## src/hdl/scf_defines.svh

```systemverilog
// Purpose: constants of the supply control and fault supervisor
// Assumes: 10 MHz system clock
// Notes: times kept in their own unit, counts derived from them
`ifndef SCF_DEFINES_SVH
`define SCF_DEFINES_SVH

`define SCF_CLK_MHZ 10
`define SCF_SAMPLE_US 200
`define SCF_SAMPLE_CYC (`SCF_SAMPLE_US * `SCF_CLK_MHZ)
`define SCF_INQUAL_US 1000
`define SCF_INQUAL_SMP ((`SCF_INQUAL_US + `SCF_SAMPLE_US - 1) / `SCF_SAMPLE_US)
`define SCF_RETRY_MS 1000
`define SCF_CRANK_S 30
`define SCF_DEB_US 50
`define SCF_HOLDOFF_MS 100
`define SCF_PWRUP_MS 10

`define SCF_OT_ENTER_C 95
`define SCF_OT_HYST_C 20
`define SCF_OT_WARN_C 85

`define SCF_ADDR_BASE 7'h20
`define SCF_CMD_TEMP_MAX 8'h21
`define SCF_CMD_TEMP_BOTH 8'h92
`define SCF_CMD_STATUS 8'h55

`define SCF_ST_ON 0
`define SCF_ST_OV 1
`define SCF_ST_OC 2
`define SCF_ST_OT 3
`define SCF_ST_CRANK 4
`define SCF_ST_WARN 5
`define SCF_ST_FAULT_LINE 6
`define SCF_ST_HOLD_LINE 7
`define SCF_STATUS_RESET 8'h00

`endif

```

## src/hdl/scf_pkg.sv

```systemverilog
// Purpose: types of the supply control and fault supervisor
// Assumes: constants live in scf_defines.svh
// Notes: one state struct carries all registers of the top module
package scf_pkg;

  typedef enum logic [1:0] {
    ST_POWERUP = 2'b00,
    ST_RUN = 2'b01,
    ST_RETRY = 2'b10,
    ST_INFAULT = 2'b11
  } scf_state_t;

  typedef struct packed {
    logic in_uv;
    logic in_ov;
    logic out_ov;
    logic out_oc;
    logic crank;
    logic signed [7:0] temp_a;
    logic signed [7:0] temp_b;
  } scf_meas_t;

  typedef struct packed {
    logic valid;
    logic [6:0] addr;
    logic [7:0] cmd;
    logic wr;
    logic [7:0] wdata;
  } scf_req_t;

  typedef struct packed {
    logic valid;
    logic ack;
    logic [15:0] data;
  } scf_rsp_t;

  typedef struct packed {
    scf_state_t st;
    logic [9:0] sync1;
    logic [9:0] sync2;
    logic [1:0] deb;
    logic [1:0][15:0] deb_cnt;
    logic [15:0] smp_cnt;
    logic [6:0] addr;
    logic [19:0] pwr_cnt;
    logic [19:0] holdoff;
    logic [19:0] retry;
    logic [19:0] crank_cnt;
    logic [7:0] inbad;
    logic out_on;
    logic hold_rel;
    logic fault_rel;
    logic od_low;
    logic ov;
    logic oc;
    logic ot;
    logic crank_trip;
    logic warn;
    scf_rsp_t [1:0] rsp;
  } scf_regs_t;

endpackage : scf_pkg

```

## src/hdl/scf_supervisor.sv

```systemverilog
// Purpose: control and fault supervision of a backplane power module
// Assumes: measurement flags and temperatures come from same-clock logic
// Notes: management ports are decoded transactions, one per port
// Notes on behaviour
// - request and block pins active low, float high
// - both control pins pass a debounce filter
// - minimum hold-off between request-driven turn-ons
// - slot address pins active low, float high
// - slot address latched once at power-up
// - both management ports answer identically, same address
// - fault follows hold at power-up, low when out-of-spec
// - hold low during power-up, released when ready
// - command 0x21 returns hotter temperature reading
// - command 0x92 returns both temperature readings
// - input out of range 1ms shuts everything
// - input fault recovers through power-up, keeping over-temperature and crank state
// - measurements sampled every 200us drive protection
// - output overvoltage asserts fault, shuts outputs down
// - overvoltage shutdown retries every second
// - overcurrent shuts outputs, retries each second when cleared
// - either sensor at 95C shuts outputs down
// - leave over-temperature 20C below threshold
// - manager sets warn bit, cleared at 85C
// - cranking full power limited to 30 seconds
// - address is base plus five slot bits
// - bad slot parity falls back to base
`include "scf_defines.svh"
`timescale 1ns/1ps

module scf_supervisor
  import scf_pkg::*;
#(
  parameter int unsigned DEB_CYC = `SCF_DEB_US * `SCF_CLK_MHZ,
  parameter int unsigned SAMPLE_CYC = `SCF_SAMPLE_CYC,
  parameter int unsigned PWRUP_SMP = (`SCF_PWRUP_MS * 1000) / `SCF_SAMPLE_US,
  parameter int unsigned HOLDOFF_SMP = (`SCF_HOLDOFF_MS * 1000) / `SCF_SAMPLE_US,
  parameter int unsigned RETRY_SMP = (`SCF_RETRY_MS * 1000) / `SCF_SAMPLE_US,
  parameter int unsigned CRANK_SMP = (`SCF_CRANK_S * 1000000) / `SCF_SAMPLE_US
) (
  // clock and reset
  input wire logic clk_sys,
  input wire logic reset,
  // control pins
  input wire logic enable_n,
  input wire logic inhibit_n,
  input wire logic [4:0] slot_addr_n,
  input wire logic slot_addr_parity_n,
  // open-drain lines
  input wire logic sys_hold_i,
  output logic sys_hold_o,
  output logic sys_hold_oe_n,
  input wire logic fault_i,
  output logic fault_o,
  output logic fault_oe_n,
  // measurements
  input wire scf_meas_t meas,
  // management ports
  input wire scf_req_t [1:0] mgmt_req,
  output scf_rsp_t [1:0] mgmt_rsp,
  // power stage
  output logic outputs_on
);

  localparam logic signed [7:0] OT_ENTER = 8'(`SCF_OT_ENTER_C);
  localparam logic signed [7:0] OT_LEAVE = 8'(`SCF_OT_ENTER_C - `SCF_OT_HYST_C);
  localparam logic signed [7:0] OT_WARN = 8'(`SCF_OT_WARN_C);
  localparam logic [7:0] INQUAL = 8'(`SCF_INQUAL_SMP);

  scf_regs_t r;
  scf_regs_t n;

  logic tick;
  logic in_bad;
  logic out_bad;
  logic signed [7:0] tmax;
  logic request;
  logic answering;
  logic [1:0] hit;
  logic [7:0] status;
  logic [6:0] slot_addr;

  // ------------------------------------------------------------
  // measurement view
  // ------------------------------------------------------------
  assign tick = (r.smp_cnt == 16'(SAMPLE_CYC - 1));
  assign in_bad = meas.in_uv | meas.in_ov;
  assign out_bad = meas.out_ov | meas.out_oc;
  assign tmax = (meas.temp_a > meas.temp_b) ? meas.temp_a : meas.temp_b;
  // active low: enable low asks, inhibit low blocks; pins float high
  assign request = !r.deb[0] && r.deb[1];
  assign answering = (r.st == ST_RUN) || (r.st == ST_RETRY);
  assign status = {r.sync2[8], r.sync2[9], r.warn, r.crank_trip, r.ot, r.oc, r.ov, r.out_on};

  // inverted pins give the five low address bits, odd parity with parity pin
  always_comb begin
    slot_addr = `SCF_ADDR_BASE | {2'b00, ~r.sync2[6:2]};
    if (!(^{~r.sync2[6:2], ~r.sync2[7]})) begin
      slot_addr = `SCF_ADDR_BASE;
    end
  end

  // ------------------------------------------------------------
  // per port address match
  // ------------------------------------------------------------
  genvar gp;
  generate
    for (gp = 0; gp < 2; gp++) begin : g_port
      assign hit[gp] = mgmt_req[gp].valid && (mgmt_req[gp].addr == r.addr);
    end
  endgenerate

  // ------------------------------------------------------------
  // next state
  // ------------------------------------------------------------
  always_comb begin
    logic want;
    want = 1'b0;
    n = r;
    n.sync1 = {fault_i, sys_hold_i, slot_addr_parity_n, slot_addr_n, inhibit_n, enable_n};
    n.sync2 = r.sync1;
    n.smp_cnt = tick ? 16'h0000 : r.smp_cnt + 16'h0001;

    for (int i = 0; i < 2; i++) begin
      if (r.sync2[i] == r.deb[i]) begin
        n.deb_cnt[i] = 16'h0000;
      end else if (r.deb_cnt[i] >= 16'(DEB_CYC - 1)) begin
        n.deb[i] = r.sync2[i];
        n.deb_cnt[i] = 16'h0000;
      end else begin
        n.deb_cnt[i] = r.deb_cnt[i] + 16'h0001;
      end
    end

    if (tick) begin
      n.inbad = in_bad ? ((r.inbad == 8'hFF) ? r.inbad : r.inbad + 8'h01) : 8'h00;
      if (tmax >= OT_ENTER) begin
        n.ot = 1'b1;
      end else if (tmax <= OT_LEAVE) begin
        n.ot = 1'b0;
      end
      if (r.holdoff != 20'h00000) begin
        n.holdoff = r.holdoff - 20'h00001;
      end
      if (meas.crank && r.out_on) begin
        if (r.crank_cnt >= 20'(CRANK_SMP - 1)) begin
          n.crank_trip = 1'b1;
        end else begin
          n.crank_cnt = r.crank_cnt + 20'h00001;
        end
      end else if (!meas.crank) begin
        n.crank_cnt = 20'h00000;
        n.crank_trip = 1'b0;
      end
    end
    want = request && !n.ot && !n.crank_trip;

    for (int p = 0; p < 2; p++) begin
      n.rsp[p] = '0;
      if (mgmt_req[p].valid && answering) begin
        n.rsp[p].valid = 1'b1;
        if (hit[p]) begin
          n.rsp[p].ack = 1'b1;
          case (mgmt_req[p].cmd)
            `SCF_CMD_TEMP_MAX: begin
              n.rsp[p].data = {8'h00, tmax};
            end
            `SCF_CMD_TEMP_BOTH: begin
              n.rsp[p].data = {meas.temp_b, meas.temp_a};
            end
            `SCF_CMD_STATUS: begin
              n.rsp[p].data = {8'h00, status};
              if (mgmt_req[p].wr) begin
                n.warn = mgmt_req[p].wdata[`SCF_ST_WARN];
              end
            end
            default: begin
              n.rsp[p].ack = 1'b0;
            end
          endcase
        end
      end
    end
    if (tmax >= OT_WARN) begin
      n.warn = 1'b0;
    end

    case (r.st)
      ST_POWERUP: begin
        n.out_on = 1'b0;
        n.hold_rel = 1'b0;
        n.fault_rel = 1'b0;
        if (tick) begin
          if (r.pwr_cnt >= 20'(PWRUP_SMP - 1)) begin
            n.addr = slot_addr;
            n.st = ST_RUN;
            n.hold_rel = 1'b1;
            n.fault_rel = 1'b1;
            n.pwr_cnt = 20'h00000;
          end else begin
            n.pwr_cnt = r.pwr_cnt + 20'h00001;
          end
        end
      end
      ST_RUN: begin
        if (tick && out_bad && r.out_on) begin
          n.out_on = 1'b0;
          n.fault_rel = 1'b0;
          n.ov = meas.out_ov;
          n.oc = meas.out_oc;
          n.retry = 20'(RETRY_SMP);
          n.st = ST_RETRY;
        end else if (!want) begin
          n.out_on = 1'b0;
        end else if (!r.out_on && r.holdoff == 20'h00000) begin
          n.out_on = 1'b1;
          n.holdoff = 20'(HOLDOFF_SMP);
        end
      end
      ST_RETRY: begin
        n.out_on = 1'b0;
        n.fault_rel = 1'b0;
        if (tick) begin
          if (r.retry > 20'h00001) begin
            n.retry = r.retry - 20'h00001;
          end else if (out_bad) begin
            n.ov = meas.out_ov;
            n.oc = meas.out_oc;
            n.retry = 20'(RETRY_SMP);
          end else begin
            n.st = ST_RUN;
            n.out_on = want;
            n.fault_rel = 1'b1;
            n.ov = 1'b0;
            n.oc = 1'b0;
          end
        end
      end
      ST_INFAULT: begin
        n.out_on = 1'b0;
        n.hold_rel = 1'b0;
        n.fault_rel = 1'b0;
        n.rsp = '0;
        if (tick && !in_bad) begin
          n.st = ST_POWERUP;
          n.pwr_cnt = 20'h00000;
          n.holdoff = 20'h00000;
          n.ov = 1'b0;
          n.oc = 1'b0;
          n.warn = 1'b0;
        end
      end
      default: begin
        n.st = ST_POWERUP;
      end
    endcase

    if (tick && in_bad && r.inbad >= INQUAL - 8'h01) begin
      n.st = ST_INFAULT;
      n.out_on = 1'b0;
      n.hold_rel = 1'b0;
      n.fault_rel = 1'b0;
      n.rsp = '0;
    end
  end

  // ------------------------------------------------------------
  // state register
  // ------------------------------------------------------------
  always_ff @(posedge clk_sys) begin
    if (reset) begin
      r <= '0;
      r.st <= ST_POWERUP;
      r.sync1 <= 10'h3FF;
      r.sync2 <= 10'h3FF;
      r.deb <= 2'h3;
      r.addr <= `SCF_ADDR_BASE;
    end else begin
      r <= n;
    end
  end

  assign outputs_on = r.out_on;
  assign sys_hold_o = r.od_low;
  assign sys_hold_oe_n = r.hold_rel;
  assign fault_o = r.od_low;
  assign fault_oe_n = r.fault_rel;
  assign mgmt_rsp = r.rsp;
endmodule : scf_supervisor
```

## config.mk

```make
export PLATFORM = sky130hd
export DESIGN_NAME = scf_supervisor
export DESIGN_NICKNAME = d
export VERILOG_FILES = /design/src/hdl/scf_pkg.sv /design/src/hdl/scf_supervisor.sv
export VERILOG_INCLUDE_DIRS = /design/src /design/src/hdl
export SDC_FILE = /design/constraint.sdc
export NUM_CORES = 1
export LEC_CHECK = 0
export BUFFER_PORTS_ARGS = -buffer_cell sky130_fd_sc_hd__buf_2
export CAP_MARGIN = 0
export CORE_MARGIN = 2
export CORE_UTILIZATION = 42
export DETAILED_ROUTE_END_ITERATION = 16
export PLACE_DENSITY = 0.58
export SLEW_MARGIN = 20
export SYNTH_ARGS = -nofsm -noshare
export SYNTH_HDL_FRONTEND = slang
export SYNTH_SLANG_ARGS = --single-unit
```

## constraint.sdc

```tcl
create_clock -name clk_sys -period 5.82 [get_ports clk_sys]
set_input_delay 1.164 -clock clk_sys [delete_from_list [all_inputs] [get_ports clk_sys]]
set_output_delay 1.164 -clock clk_sys [all_outputs]
set_load 0.02 [all_outputs]
```

# [Yosys cells after proc, flatten, opt, wreduce, memory -nomap -nowiden]
# Cells that the tools add are included.
[totals] reg_bits=210 in_bits=83 output_inout_bits=41 wordCells=209
[classes] addsub=8 order_cmp=10 eq_ne=32 n_mux=75 bitwise=10 n_reduce_logical=46
[op_table] op="$mux W20" count=14
[op_table] op="$pmux W20 S2" count=3
[op_table] op="$pmux W16 S3" count=2
[op_table] op="$add A16 B1 Y16 const B" count=3
[op_table] op="$add A20 B1 Y20 const B" count=2
[op_table] op="$mux W40" count=1
[op_table] op="$sub A20 B1 Y20 const B" count=2
[op_table] op="$mux W37" count=1
[op_table] op="$mux W17" count=2
[op_table] op="$ge A16 B9 Y1 const B" count=2
[op_table] op="$mux W2" count=15
[op_table] op="$mux W1" count=26
[op_table] op="$eq A8 B8 Y1 const B" count=3
[op_table] op="$mux W8" count=3
[op_table] op="$ge A20 B18 Y1 const B" count=1
[op_table] op="$ge A20 B6 Y1 const B" count=1
[op_table] op="$gt A20 B1 Y1 const B" count=1
[op_table] op="$logic_not A20 Y1" count=1
[op_table] op="$reduce_bool A20 Y1" count=1
[op_table] op="$mux W19" count=1
[op_table] op="$mux W18" count=1
[op_table] op="$eq A16 B11 Y1 const B" count=1
[op_table] op="$eq A8 B6 Y1 const B" count=2
[op_table] op="$eq A8 B7 Y1 const B" count=2
[op_table] op="39 further kinds" count=90

# [Depth between registers and ports, before layout]
[depth] ltp_word=13 depth_mapped=10 mapped_depth_nobuf=9

# [Worst setup path after synthesis]
# OpenSTA, ideal clock, no wires.
[synth_timing] kind="input -> register" startpoint="input meas[7] in the netlist's numbering" endpoint="register r (netlist bit mgmt_rsp[0])" setup_time_ns=0.138 arrival_time_ns=3.277 required_time_ns=5.682 path_slack_ns=2.405 cell_stages=10 n_path_buf=1 path_cell_list="inv_1 ha_1 nand4_1 o221ai_1 nor3_1 a211o_1 clkbuf_1 mux2_2 a222oi_1 nor2_1"
[synth_via] elab_chain_len=3
[synth_rtl] item="start: declaration" line="scf_supervisor.sv:56" text="input wire scf_meas_t meas,"
[synth_rtl] item="$gt A8 B8 Y1" line="scf_supervisor.sv:88" text="assign tmax = (meas.temp_a > meas.temp_b) ? meas.temp_a : meas.temp_b;"
[synth_rtl] item="$mux W8" line="scf_supervisor.sv:88"
[synth_rtl] item="$pmux W16 S3" line="scf_supervisor.sv:163" text="case (mgmt_req[p].cmd)"
[synth_rtl] item="end signal: assignment" line="scf_supervisor.sv:278" text="r <= n;"
[synth_rtl] item="end: declaration" line="scf_supervisor.sv:69" text="scf_regs_t r;"
# Every way passes these cells.
# A chain may end at the register's enable or synchronous reset.

# [Worst setup path in the final report]
[layout_timing] startpoint="input meas[7] in the netlist's numbering" endpoint="register r[101] in the netlist's numbering"
[layout_via] elab_chain_len=12 elab_cells_between_ends=13 cone_classes="order compare (3); mux (7); reduce/logical (3)"
[layout_rtl] item="$gt A8 B8 Y1" line="scf_supervisor.sv:88"
[layout_rtl] item="$mux W8 *" line="scf_supervisor.sv:88"
[layout_rtl] item="$le A8 B8 Y1" line="scf_supervisor.sv:138" text="end else if (tmax <= OT_LEAVE) begin"
[layout_rtl] item="$mux W1" line="scf_supervisor.sv:138"
[layout_rtl] item="$mux W1 *" line="scf_supervisor.sv:136" text="if (tmax >= OT_ENTER) begin"
[layout_rtl] item="$mux W2 *" line="scf_supervisor.sv:134" text="if (tick) begin"
[layout_rtl] item="$logic_not A1 Y1 *" line="scf_supervisor.sv:155" text="want = request && !n.ot && !n.crank_trip;"
[layout_rtl] item="$logic_and A1 B1 Y1 * (2 in series)" line="scf_supervisor.sv:155"
[layout_rtl] item="$mux W20 *" line="scf_supervisor.sv:212" text="end else if (!want) begin"
[layout_rtl] item="$mux W20 *" line="scf_supervisor.sv:205" text="if (tick && out_bad && r.out_on) begin"
[layout_rtl] item="$pmux W20 S2 *" line="scf_supervisor.sv:187" text="case (r.st)"
# Mark *: on every way between the ends. The rest lies on a longest branch, timed or not.

==> metrics.cfg <==
[sta]
rsz0062_at_grt = false
holdWs_ns = 0.406
min_period_ns = 3.59
setup-violations-final = 0
slew_headroom_pct = 31.5
skew_ns = 0.0103
fmax_mhz = 278
fin_crit_sh_pct = 61.7
drv_slew = 0
tightest_slew_ns = 1.02
finalSetupTns_ns = 0
finalHoldViolCount = 0

[setup_path]
cp-startpoint = meas[7]
required_ns = 6.24
crit_path_max_incr_delay_ns = 0.65
cp_cell_sequence = buf_2 > inv_1 > ha_1 > nand4_1 > o221ai_1 > o311ai_0 > a31oi_1 > nor4_1 > nand4b_1 > o21ai_0
worst_setup_path_start_kind = input port
slowest_stage = nor4_1
crit_type = in2reg
reg2reg_depth = 7
arrival_ns = 4.02
rr_startpoint = r[144]$_SDFF_PP0_
cp_max_fo = 8
end_kind = flip-flop

[pwr]
power_switching_mw = 0.665
p_leak_nw = 4.32
share_comb_of_total_power_pct = 4.1
power_density_mw_per_mm2 = 293
total_power_mw = 3.23
pwr-share-clk_pct = 51.0
sw_frac_of_total_pct = 20.6
ir_drop_uv = 268
intPower_mw = 2.56
pwr-share-seq_pct = 44.9

[cts]
postCtsHoldBufs = 0
clk_pin_slew_ns = 0.06
cts_sinks = 209
cts_root_buf = clkbuf_16
cts_buffer_depth = 3
postCtsSetupRepairBufs = 0
cts_tree = yes
insertion_delay_ns = 0.51
cts_resized = 0
numCtsBuffers = 24
htreeDepth = 1

[floorplan]
core_area_mm2 = 0.0225
die_h_um = 155
dieArea_mm2 = 0.0240
die_w_um = 155
io_pins = 124
rows = 55
start_util_pct = 42.5

[cells_and_area]
final_area_mm2 = 0.0110
final_common_cell = dfxtp_1
nFillCells = 2190
instances_no_fill = 1478
layout-drive-gt1-share_pct = 16.8
most-common-layout-cells = 209 x dfxtp_1, 167 x nor2_1, 107 x buf_2, 68 x xnor2_1, 52 x nand2_1
multi_input_area_mm2 = 0.00490
regArea_mm2 = 0.00418
nets = 1284
antennaDiodeCount = 0
synthToLayoutAreaGrowth_pct = 15.3

[place]
place_congestion = 0.863
port_buffers = 107
place_area_mm2 = 0.0101
post-place-cells = 1435
dp.final_hpwl_um = 15700

[run_status]
status = complete, no violations

[global_route]
grt_pass1_wl_um = 35000
grt_usage_pct = 17.6
antenna_found_initial = 0
grt_max_degree = 58
grt_pass1_vias = 7156
grt_overflow = 0

[routing]
totalWireLength_um = 21700
ant_nets = 0
vias_per_cell = 5.28
drc = 0
first_pass_iters = 6
wire_per_inst_um = 14.7
drtIter0Drc = 396
vias = 7798

[yosys]
syn-instance-count = 1090
synth.distinct_cells = 65
synth_ff_type = dfxtp_1
ys_seq_area_share_pct = 43.7
synthArstFlopShare_pct = 0
synth_area_mm2 = 0.00957
ys_ff_latch = 209
avgSynthCellArea_um2 = 8.78
yosys_warnings = 0
synth-edff-count = 0

[flow_run]
drv_cap = 0

[min_path]
whs_path_depth = 1
hold_path.class = reg2reg
hp-start = n[196]$_SDFF_PP1_

critical path: cells and delay by family:
| kind | cells | cell delay, ns |
|---|---|---|
| compound gates | 4 | 0.97 |
| fa+ha+maj | 1 | 0.40 |
| buf+inv | 2 | 0.22 |
| simple gates | 3 | 1.26 |
cell usage after synthesis (all sizes together) (4+ instances only):
cell type	number	area share [%]
dfxtp	209	44
a21o	4	0.31
mux2i	4	0.42
or2	28	1.8
nand3	39	2.0
nand4b	5	0.46
o211ai	5	0.39
xor2	31	2.8
mux2	8	0.94
nor4b	6	0.55
inv	38	1.5
a31oi	11	0.72
ha	25	3.3
or4	13	1.1
nor2b	5	0.33
a222oi	8	0.84
nor3b	5	0.39
nor3	43	2.2
or3	21	1.4
a21oi	44	2.3
or4b	4	0.46
nand2	52	2.0
o31ai	9	0.71
o21ai	25	1.3
nor2	168	6.6
a22oi	9	0.85
a211oi	6	0.47
xnor2	68	6.2
buf	43	3.3
and2	18	1.2
nor4	26	1.9
and3	18	1.2
nand2b	10	0.65
clkbuf	23	0.90
nand4	25	1.6
power groups by stage:
stage               registers, mW  logic, mW  clock network [mW]
floorplan                    1.48     0.0795                   0
global placement             1.48      0.132                   0
detailed placement           1.48      0.132                   0
CTS                          1.45      0.133                1.69
global route                 1.45      0.148                1.75
finish                       1.45      0.133                1.65
registers in the layout, summed over array words and instances (netlist names):
name and flops:
n 10, fault_oe_n 1, r 160, sys_hold_oe_n 1
mgmt_rsp 36, outputs_on 1
cell families (layout without fill, tap and decap cells):
| family | Yosys count | in the layout | share of synthesized area (%) |
|---|---|---|---|
| xor+xnor | 99 | 99 | 9.06 |
| fa+ha+maj | 25 | 25 | 3.27 |
| flops | 209 | 209 | 43.7 |
| buf+inv | 104 | 192 | 5.65 |
| mux | 12 | 12 | 1.36 |
| other cells | 1 | 16 | 0.0392 |
| simple gates | 491 | 491 | 26.4 |
| compound gates | 149 | 149 | 10.5 |
routing by layer:
| layer | GRT usage [%] | part of all wire, % | vias up |
|---|---|---|---|
| met2 | 29.1 | 44 | 231 |
| met1 | 23.3 | 48 | 3571 |
| met4 | 5.47 | 2.6 | 0 |
| met5 | 0 | 0 | - |
| met3 | 3.18 | 5.7 | 45 |
| li1 | - | - | 3951 |
cell type report:
cell class / instances / area share [%]
Timing Repair Buffer: 111 / 5.13
Clock buffer: 32 / 6.36
Clock inverter: 11 / 1.68
Inverter: 38 / 1.29
Sequential cell: 209 / 37.9
Multi-Input combinational cell: 792 / 44.4
Tap cell: 285 / 3.23
through the flow:
stage / util (%) / setup WS [ns]
2_1_floorplan: - / 2.40
4_1_cts: 49.0 / 2.24
3_5_place_dp: 45.1 / 1.68
5_1_grt: 49.0 / 1.97
6_report: 49.0 / 2.23
3_3_place_gp: 45.1 / 1.75
worst paths after layout:
check                           end  slack, ns
hold reg to reg   r[196]$_SDFF_PP1_       0.41
hold / removal    r[196]$_SDFF_PP1_       0.41
setup reg to reg  r[101]$_SDFF_PP0_       2.42
setup / recovery  r[101]$_SDFF_PP0_       2.23
(Power assumes the default switching activity.)
